File: src/verilog/jtid_defs.vh
// Constants of the test access port: instruction codes, word layouts, timing
`ifndef JTID_DEFS_VH
`define JTID_DEFS_VH

// Instruction register
`define JTID_IR_W          4
`define JTID_DR_W          32
`define JTID_IR_EXTEST     4'h0
`define JTID_IR_SAMPLE     4'h1
`define JTID_IR_DEVICE_IDENTIFICATION_WORD     4'h2
`define JTID_IR_USERCODE   4'h3
`define JTID_IR_CHIPTAP    4'h4
`define JTID_IR_OTPACC     4'h5
`define JTID_IR_BYPASS     4'hF
`define JTID_IR_CAPTURE    4'h1

// TAP states, one-hot
`define JTID_ST_W          16
`define JTID_TLR           16'h0001
`define JTID_RTI           16'h0002
`define JTID_SDRS          16'h0004
`define JTID_CDR           16'h0008
`define JTID_SDR           16'h0010
`define JTID_E1DR          16'h0020
`define JTID_PDR           16'h0040
`define JTID_E2DR          16'h0080
`define JTID_UDR           16'h0100
`define JTID_SIRS          16'h0200
`define JTID_CIR           16'h0400
`define JTID_SIR           16'h0800
`define JTID_E1IR          16'h1000
`define JTID_PIR           16'h2000
`define JTID_E2IR          16'h4000
`define JTID_UIR           16'h8000

// Identification word fields
`define JTID_ID_VER_HI     31
`define JTID_ID_VER_LO     28
`define JTID_ID_PART_HI    27
`define JTID_ID_PART_LO    12
`define JTID_ID_MFR_HI     11
`define JTID_ID_MFR_LO     1
`define JTID_ID_ONE        0

// User code word fields and security register bits
`define JTID_UC_TAG_HI     31
`define JTID_UC_TAG_LO     22
`define JTID_UC_REV_HI     15
`define JTID_UC_REV_LO     0
`define JTID_SEC_TAG_HI    31
`define JTID_SEC_TAG_LO    22
`define JTID_SEC_NOJTAG    0
`define JTID_SEC_NOOTP     13

// Timing
`define JTID_CLK_PERIOD_NS 10
`define JTID_LOCK_WAIT_NS  2000

`endif

File: src/verilog/jtid_sync3.v
// Three-stage input synchroniser with agreement filter
`timescale 1ns/10ps
`default_nettype none
module jtid_sync3 #(
  parameter       W   = 1,
  parameter [0:0] RST = 1'h0
) (
  input  wire         clock,
  input  wire         reset,
  input  wire [W-1:0] din,
  output reg  [W-1:0] dout
);
  reg [W-1:0] s1_r;
  reg [W-1:0] s2_r;
  reg [W-1:0] s3_r;
  // First stage feeds only the second
  always @(posedge clock or posedge reset) begin
    if (reset) begin
      s1_r <= {W{RST}};
      s2_r <= {W{RST}};
      s3_r <= {W{RST}};
      dout <= {W{RST}};
    end else begin
      s1_r <= din;
      s2_r <= s1_r;
      s3_r <= s2_r;
      dout <= (s2_r & s3_r) | (dout & (s2_r | s3_r));
    end
  end
endmodule
`default_nettype wire

File: src/verilog/jtid_tap.v
// Test access port with identification, user code and inner chip TAP path
`timescale 1ns/10ps
`default_nettype none
`include "jtid_defs.vh"
module jtid_tap #(
  parameter        BSC_N      = 8,
  parameter [3:0]  VERSION    = 4'h0,     // Arbitrary
  parameter [15:0] PART_NUM   = 16'h0A5C, // Arbitrary
  parameter [10:0] MFR_ID     = 11'h155,  // Arbitrary
  parameter [15:0] SI_REV     = 16'h0001,
  parameter        LOCK_WAIT  = (`JTID_LOCK_WAIT_NS + `JTID_CLK_PERIOD_NS - 1) /
                                `JTID_CLK_PERIOD_NS
) (
  input  wire             clock,
  input  wire             reset,
  input  wire             rst_n_pin,
  input  wire             tck,
  input  wire             tms,
  input  wire             tdi,
  input  wire             trst_n,
  output reg              tdo_o,
  output reg              tdo_oe,
  input  wire [31:0]      sec_reg,
  input  wire             otp_programmed,
  input  wire             pll_locked,
  output reg              boot_go,
  input  wire [BSC_N-1:0] pin_in,
  output reg  [BSC_N-1:0] pin_drive,
  output reg              extest_on,
  output reg              chip_tck,
  output reg              chip_tms,
  output reg              chip_tdi,
  input  wire             chip_tdo,
  output reg              otp_req,
  output reg  [31:0]      otp_word
);
  // Pins pass four flops; a change counts once stages two and three agree
  wire [4:0] sy;
  wire       s_tck  = sy[0];
  wire       s_tms  = sy[1];
  wire       s_tdi  = sy[2];
  wire       s_trst = sy[3];
  wire       s_rst  = sy[4];
  jtid_sync3 #(.W(5), .RST(1'h0)) u_sync (
    .clock (clock),
    .reset (reset),
    .din   ({rst_n_pin, trst_n, tdi, tms, tck}),
    .dout  (sy)
  );
  reg        tck_d_r;
  wire       rise = s_tck & ~tck_d_r;
  wire       fall = ~s_tck & tck_d_r;

  // ======================================================
  // Global reset and boot sequencing
  reg [31:0] lock_cnt_r;
  // Asynchronous global reset; pin assertion acts immediately via OR
  wire       g_rst = reset | ~rst_n_pin;
  always @(posedge clock or posedge g_rst) begin
    if (g_rst) begin
      lock_cnt_r <= 32'h0;
      boot_go    <= 1'h0;
    end else begin
      // Count lock stable before booting
      if (!s_rst || !pll_locked)
        lock_cnt_r <= 32'h0;
      else if (lock_cnt_r < LOCK_WAIT)
        lock_cnt_r <= lock_cnt_r + 32'h1;
      else
        boot_go <= 1'h1;
    end
  end

  // ======================================================
  // Controller
  reg [`JTID_ST_W-1:0] st_r;
  reg [`JTID_ST_W-1:0] st_nxt;
  // Sixteen-state walk on rising test clock
  always @* begin
    case (st_r)
      `JTID_TLR:  st_nxt = s_tms ? `JTID_TLR  : `JTID_RTI;
      `JTID_RTI:  st_nxt = s_tms ? `JTID_SDRS : `JTID_RTI;
      `JTID_SDRS: st_nxt = s_tms ? `JTID_SIRS : `JTID_CDR;
      `JTID_CDR:  st_nxt = s_tms ? `JTID_E1DR : `JTID_SDR;
      `JTID_SDR:  st_nxt = s_tms ? `JTID_E1DR : `JTID_SDR;
      `JTID_E1DR: st_nxt = s_tms ? `JTID_UDR  : `JTID_PDR;
      `JTID_PDR:  st_nxt = s_tms ? `JTID_E2DR : `JTID_PDR;
      `JTID_E2DR: st_nxt = s_tms ? `JTID_UDR  : `JTID_SDR;
      `JTID_UDR:  st_nxt = s_tms ? `JTID_SDRS : `JTID_RTI;
      `JTID_SIRS: st_nxt = s_tms ? `JTID_TLR  : `JTID_CIR;
      `JTID_CIR:  st_nxt = s_tms ? `JTID_E1IR : `JTID_SIR;
      `JTID_SIR:  st_nxt = s_tms ? `JTID_E1IR : `JTID_SIR;
      `JTID_E1IR: st_nxt = s_tms ? `JTID_UIR  : `JTID_PIR;
      `JTID_PIR:  st_nxt = s_tms ? `JTID_E2IR : `JTID_PIR;
      `JTID_E2IR: st_nxt = s_tms ? `JTID_UIR  : `JTID_SIR;
      `JTID_UIR:  st_nxt = s_tms ? `JTID_SDRS : `JTID_RTI;
      default:    st_nxt = `JTID_TLR;
    endcase
  end

  // Decodes shared by several selectors
  function is_ir;
    input [`JTID_IR_W-1:0] ir;
    input [`JTID_IR_W-1:0] code;
    begin
      is_ir = (ir == code);
    end
  endfunction

  reg [`JTID_IR_W-1:0] ir_r;
  reg [`JTID_IR_W-1:0] ir_sh_r;
  reg [`JTID_DR_W-1:0] dr_r;
  reg [BSC_N-1:0]      bsr_r;

  // Security gating of tile and fuse paths
  wire no_tile = sec_reg[`JTID_SEC_NOJTAG];
  wire no_otp  = sec_reg[`JTID_SEC_NOJTAG] | sec_reg[`JTID_SEC_NOOTP];
  wire sel_bs  = is_ir(ir_r, `JTID_IR_EXTEST) | is_ir(ir_r, `JTID_IR_SAMPLE);
  wire sel_ch  = is_ir(ir_r, `JTID_IR_CHIPTAP) & ~no_tile;
  wire sel_otp = is_ir(ir_r, `JTID_IR_OTPACC) & ~no_otp;

  // Word fields; tag zero when fuses unprogrammed
  wire [9:0]  tag     = otp_programmed ?
                        sec_reg[`JTID_SEC_TAG_HI:`JTID_SEC_TAG_LO] : 10'h000;
  wire [31:0] id_word = {VERSION, PART_NUM, MFR_ID, 1'h1};
  wire [31:0] uc_word = {tag, 6'h00, SI_REV};
  wire [31:0] dr_cap  = is_ir(ir_r, `JTID_IR_DEVICE_IDENTIFICATION_WORD)   ? id_word :
                        is_ir(ir_r, `JTID_IR_USERCODE) ? uc_word :
                        sel_otp ? otp_word : 32'h0;

  // ======================================================
  // Shift path; state, instruction and boundary registers held in reset while test reset low
  always @(posedge clock or posedge reset) begin
    if (reset) begin
      tck_d_r   <= 1'h0;
      st_r      <= `JTID_TLR;
      ir_r      <= `JTID_IR_DEVICE_IDENTIFICATION_WORD;
      ir_sh_r   <= `JTID_IR_W'h0;
      dr_r      <= `JTID_DR_W'h0;
      bsr_r     <= {BSC_N{1'h0}};
    end else begin
      tck_d_r   <= s_tck;
      if (!s_trst) begin
        st_r  <= `JTID_TLR;
        ir_r  <= `JTID_IR_DEVICE_IDENTIFICATION_WORD;
        bsr_r <= {BSC_N{1'h0}};
      end else if (rise) begin
        st_r <= st_nxt;
        if (st_r == `JTID_TLR)
          ir_r <= `JTID_IR_DEVICE_IDENTIFICATION_WORD;
        if (st_r == `JTID_CIR)
          ir_sh_r <= `JTID_IR_CAPTURE;
        if (st_r == `JTID_SIR)
          ir_sh_r <= {s_tdi, ir_sh_r[`JTID_IR_W-1:1]};
        if (st_r == `JTID_UIR)
          ir_r <= ir_sh_r;
        if (st_r == `JTID_CDR) begin
          dr_r <= dr_cap;
          if (sel_bs)
            bsr_r <= pin_in;
        end
        if (st_r == `JTID_SDR) begin
          dr_r <= {s_tdi, dr_r[`JTID_DR_W-1:1]};
          if (sel_bs)
            bsr_r <= {s_tdi, bsr_r[BSC_N-1:1]};
        end
      end
    end
  end

  // ======================================================
  // Registered outputs; data out moves on falling test clock
  wire shifting = (st_r == `JTID_SDR) | (st_r == `JTID_SIR);
  wire tdo_bit  = (st_r == `JTID_SIR) ? ir_sh_r[0] :
                  sel_ch ? chip_tdo :
                  sel_bs ? bsr_r[0] :
                  is_ir(ir_r, `JTID_IR_BYPASS) ? 1'h0 : dr_r[0];
  always @(posedge clock or posedge reset) begin
    if (reset) begin
      tdo_o     <= 1'h0;
      tdo_oe    <= 1'h0;
      pin_drive <= {BSC_N{1'h0}};
      extest_on <= 1'h0;
      chip_tck  <= 1'h0;
      chip_tms  <= 1'h1;
      chip_tdi  <= 1'h0;
      otp_req   <= 1'h0;
      otp_word  <= 32'h0;
    end else begin
      if (fall) begin
        tdo_o  <= tdo_bit;
        tdo_oe <= shifting & s_trst;
      end
      // Enable drops at once in test reset, not at the next fall
      if (!s_trst)
        tdo_oe <= 1'h0;
      // Update stage of boundary scan
      if (rise && st_r == `JTID_UDR && is_ir(ir_r, `JTID_IR_EXTEST))
        pin_drive <= bsr_r;
      extest_on <= s_trst & is_ir(ir_r, `JTID_IR_EXTEST);
      // Inner chip TAP follows pins only while selected and permitted
      chip_tck <= sel_ch & s_trst & s_tck;
      chip_tms <= ~(sel_ch & s_trst) | s_tms;
      chip_tdi <= sel_ch & s_tdi;
      // Fuse access pulse on update; blocked by security
      otp_req  <= rise & (st_r == `JTID_UDR) & sel_otp & s_trst;
      if (rise && st_r == `JTID_UDR && sel_otp)
        otp_word <= dr_r;
    end
  end
endmodule
`default_nettype wire

File: config.mk
export PLATFORM = sky130hd
export DESIGN_NAME = jtid_tap
export DESIGN_NICKNAME = d
export VERILOG_FILES = /design/src/verilog/jtid_sync3.v /design/src/verilog/jtid_tap.v
export VERILOG_INCLUDE_DIRS = /design/src /design/src/verilog
export SDC_FILE = /design/constraint.sdc
export NUM_CORES = 1
export LEC_CHECK = 0
export BUFFER_PORTS_ARGS = -buffer_cell sky130_fd_sc_hd__buf_4
export CAP_MARGIN = 20
export CELL_PAD_IN_SITES_DETAIL_PLACEMENT = 0
export CELL_PAD_IN_SITES_GLOBAL_PLACEMENT = 1
export CORE_MARGIN = 5
export CORE_UTILIZATION = 40
export CTS_CLUSTER_DIAMETER = 50
export CTS_CLUSTER_SIZE = 28
export DETAILED_ROUTE_END_ITERATION = 12
export PLACE_DENSITY = 0.8
export SYNTH_ARGS = -nofsm -noshare
export SYNTH_HDL_FRONTEND = slang
export SYNTH_SLANG_ARGS = --single-unit
File: constraint.sdc
create_clock -name clock -period 3.8 [get_ports clock]
set_input_delay 0.38 -clock clock [delete_from_list [all_inputs] [get_ports clock]]
set_output_delay 0.38 -clock clock [all_outputs]
set_load 0.005 [all_outputs]
==> key figures <==
Finish
  • Layout area overhead: 18.3%
  • Share of cells above drive strength 1: between 20% and 30%
  • Commonest non-fill, non-tap cell in the layout: dfrtp_1
  • Commonest non-fill, non-tap cells in the layout: 162 x dfrtp_1, 88 x buf_4, 78 x nand2_1
  • Final nets: a little over 800
  • Number of diodes: 0

Synth
  • Leading area contributor after synthesis: dfrtp_1
  • Top cells by area, synth: dfrtp_1 55%, mux2_2 6.1%, nand2_1 4.0%
  • Net Count, Synth: between 700 and 800
  • Cell Area, Synth: around 0.0073 sq mm
  • EDFF count, synth: 0
  • Seq/Total Area, Yosys: 56.4%
  • Number of synthesized register bits: between 150 and 200
  • Synthesized area per cell: about 10 sq um
  • Most common flop cell mapped by yosys: dfrtp_1
  • Synth warnings: 0
  • Share of the synthesized area in the top cell type: between 50 and 60%
  • Cells after Synth: 703
  • Synth unique cells: between 60 and 70
  • Async SR Flop Fraction: 100%

STA
  • Tightest Pin Transition: 1.02 ns
  • Period utilisation layout: just over 70%
  • Slew HR: about a third
  • Final setup TNS: 0 ns
  • Worst hold slack: approximately 0.06 ns
  • Max-slew violations: 0
  • Max Freq: between 300 and 400 MHz
  • Count of final setup violators: 0
  • Clock Skews: between 0.008 and 0.009 ns
  • Fin. Hold Viols: 0
  • RSZ-0062 raised after global routing: false
  • Tmin final: 2.76 ns

Critical path
  • R2r startpoint: st_r[11]
  • Critical path endpoint: otp_word[12]
  • Worst r2r path cells: 7
  • RR Endpoint: otp_word[12]
  • Critical path's slowest cell: dfrtp_1
  • Crit-path leading delay family: simple AND/OR/NAND/NOR gates
  • Crit path launch: st_r[11]
  • Crit Path Max Fanout: 33
  • Crit end category: flop
  • CP cell instances: nor2_1 -> nand3_2 -> nor4_4 -> nand4_2 -> nor2_2 -> buf_4 -> mux2_2
  • Max incr delay on CP: 0.57 ns
  • WP buf/inv: 1
  • CP Data Arrival Time: between 3 and 4 ns
  • Stages on worst setup path: 7
  • Critical Path RT: around 4.1 ns
  • Crit Path Category: reg2reg
  • Worst reg-to-reg setup slack: about 1.0 ns
  • Crit start category: flop

Floorplanning
  • Initial core utilization: roughly 40%
  • Row cnt: 49
  • Die Ht: between 100 and 150 um
  • Core area: around 0.018 sq mm
  • Die W: 145 um
  • I/O pin total: around 100
  • Die area: roughly 0.021 sq mm

Clocking
  • Clock slew at the register clock pins of the worst setup and hold paths: 0.06 ns
  • Total CTS buffers: 17
  • TritonCTS clock tree: yes
  • H-Tree Depth: 4
  • Clock Sinks: 165
  • CTS Hold Buffers Added: 0
  • Post-CTS sizing: 0
  • Clock Latency Late Sink: between 0.4 and 0.5 ns
  • Clock root cell: clkbuf_16
  • Postcts setup bufs: 0
  • Clock Tree Buf Depth: 2

Power and ir drop
  • Proportion of power drawn by flip-flops and latches: around 50%
  • Clock Power Share: between 40 and 50%
  • Power share of the combinational group: 4.8%
  • VDD IR-drop max: 0.000298 V
  • Int Power: about 2.8 mW
  • NetSw: 0.839 mW
  • Power density cells: around 420 mW/mm^2
  • Sw frac: 23.0%
  • Leak pwr: around 4.1 nW

Routing
  • Post-route DRC: 0
  • DR vias/cell: ~5.5
  • Drt wl/cell: 17.1 um
  • Antenna Nets Post-Route: 0
  • Pre-Repair DR Iteration Count: 5
  • Final wirelength: 17200 um
  • Vias after detailed routing: about 5500
  • DRT iter0 DRCs: ~400

Global routing
  • Number of global-route vias before repair: 5631
  • First-pass GRT wire length: 29000 um
  • Gr usage total: 16.5%
  • Initial antenna violation count: 0
  • Largest net degree at the start of global routing: roughly 130
  • Overflow after GRT: 0

Place
  • Port Buffers: 77
  • Detailed Place HPWL: around 11000 um
  • Routability Congestion: ~0.87

Flow run
  • Maxcap violations: 0

Worst hold path
  • Worst hold path class: in2reg

Outcome
  • Outcome: finished clean
-- metal layers --
layer  share of wire (%)  wire length, um  global-route usage, %  vias up
met5                   0                0                      0        -
met4                 1.1              197                   5.04        0
met3                 5.6              963                   4.83       19
met2                  47             8090                   26.0      124
met1                  46             7930                   22.1     2706
li1                    -                -                      -     2624
-- worst reg2reg max path, cell delays in order, from the launching register on --
cell and delay (ns):
dfrtp_1 0.57, nor2_1 0.42, nand3_2 0.21, nor4_4 0.25, nand4_2 0.22, nor2_2 0.14, buf_4 0.43, mux2_2 0.41
-- per-stage QoR --
step | worst slack (ns) | util, % | cells | area, sq um | power, mW
after floorplan | 1.48 | - | 703 | 7340 | 1.94
after global placement | 1.10 | 45.0 | 973 | 8110 | 2.02
after detailed placement | 1.04 | 45.0 | 973 | 8110 | 2.02
after CTS | 1.03 | 48.1 | 1003 | 8670 | 3.69
after global routing | 0.832 | 48.1 | 1003 | 8670 | 3.78
final | 1.04 | 48.1 | 1003 | 8670 | 3.65
-- sequential cells by signal, indices dropped and copies added, names as in the netlist, 4 cells and up --
signal       flops
dr_r            32
lock_cnt_r      32
otp_word        32
st_r            16
bsr_r            8
pin_drive        8
u_sync.dout      5
u_sync.s1_r      5
u_sync.s2_r      5
u_sync.s3_r      5
ir_r             4
ir_sh_r          4
-- power by group through the flow --
stage | registers (mW) | logic (mW) | clock network [mW]
detailed placement | 1.84 | 0.179 | 0
finish | 1.81 | 0.176 | 1.66
global placement | 1.84 | 0.175 | 0
global route | 1.81 | 0.200 | 1.76
floorplan | 1.83 | 0.113 | 0
CTS | 1.81 | 0.179 | 1.70
-- how the worst min path moves through the flow --
stage | slack (ns) | cells after the start | end | from
2_1_floorplan | 0.33 | 0 | u_sync.s2_r[0] | u_sync.s1_r[0]
3_3_place_gp | 0.33 | 0 | u_sync.s2_r[2] | u_sync.s1_r[2]
3_5_place_dp | 0.33 | 0 | u_sync.s2_r[0] | u_sync.s1_r[0]
4_1_cts | 0.04 | 1 | u_sync.s1_r[0] | tck
5_1_grt | 0.04 | 1 | u_sync.s1_r[0] | tck
6_report | 0.06 | 1 | u_sync.s1_r[3] | trst_n
-- cell type report --
class,instances,area [sq um]
fill,1659,9350
sequential,165,4130
multi-input combinational,481,2970
timing repair buffer,89,681
clock buffer,18,429
tap,229,287
clock inverter,12,133
inverter,9,37.5
-- kinds of logic after synthesis --
kind of cell / count (synthesis) / synth area share, %
compound gates: 161 / 12.9
xor+xnor: 13 / 1.55
fa+ha+maj: 6 / 0.853
buf+inv: 57 / 3.17
flops: 165 / 56.4
mux: 41 / 6.28
simple gates: 260 / 18.9
-- Yosys cell counts, types with 3 or more instances --
| library cell | number |
|---|---|
| nor2_1 | 48 |
| nand4_1 | 14 |
| dfrtp_1 | 162 |
| o21ai_1 | 6 |
| nor4_4 | 3 |
| nor3_1 | 19 |
| a21oi_1 | 59 |
| inv_1 | 9 |
| maj3_1 | 5 |
| mux2_2 | 40 |
| o311ai_0 | 3 |
| nor4_1 | 9 |
| dfstp_2 | 3 |
| clkbuf_1 | 39 |
| nand3b_1 | 3 |
| nand3_1 | 8 |
| o31ai_1 | 14 |
| nor2b_1 | 7 |
| nand2b_1 | 5 |
| buf_2 | 5 |
| xnor2_1 | 5 |
| a22o_1 | 6 |
| xor2_1 | 8 |
| nand2_1 | 79 |
| buf_4 | 3 |
| o21ai_0 | 47 |
| a31oi_1 | 6 |
| and2_1 | 3 |
| and3_1 | 42 |
| o22ai_1 | 3 |
Power figures use the tool's default switching activity.
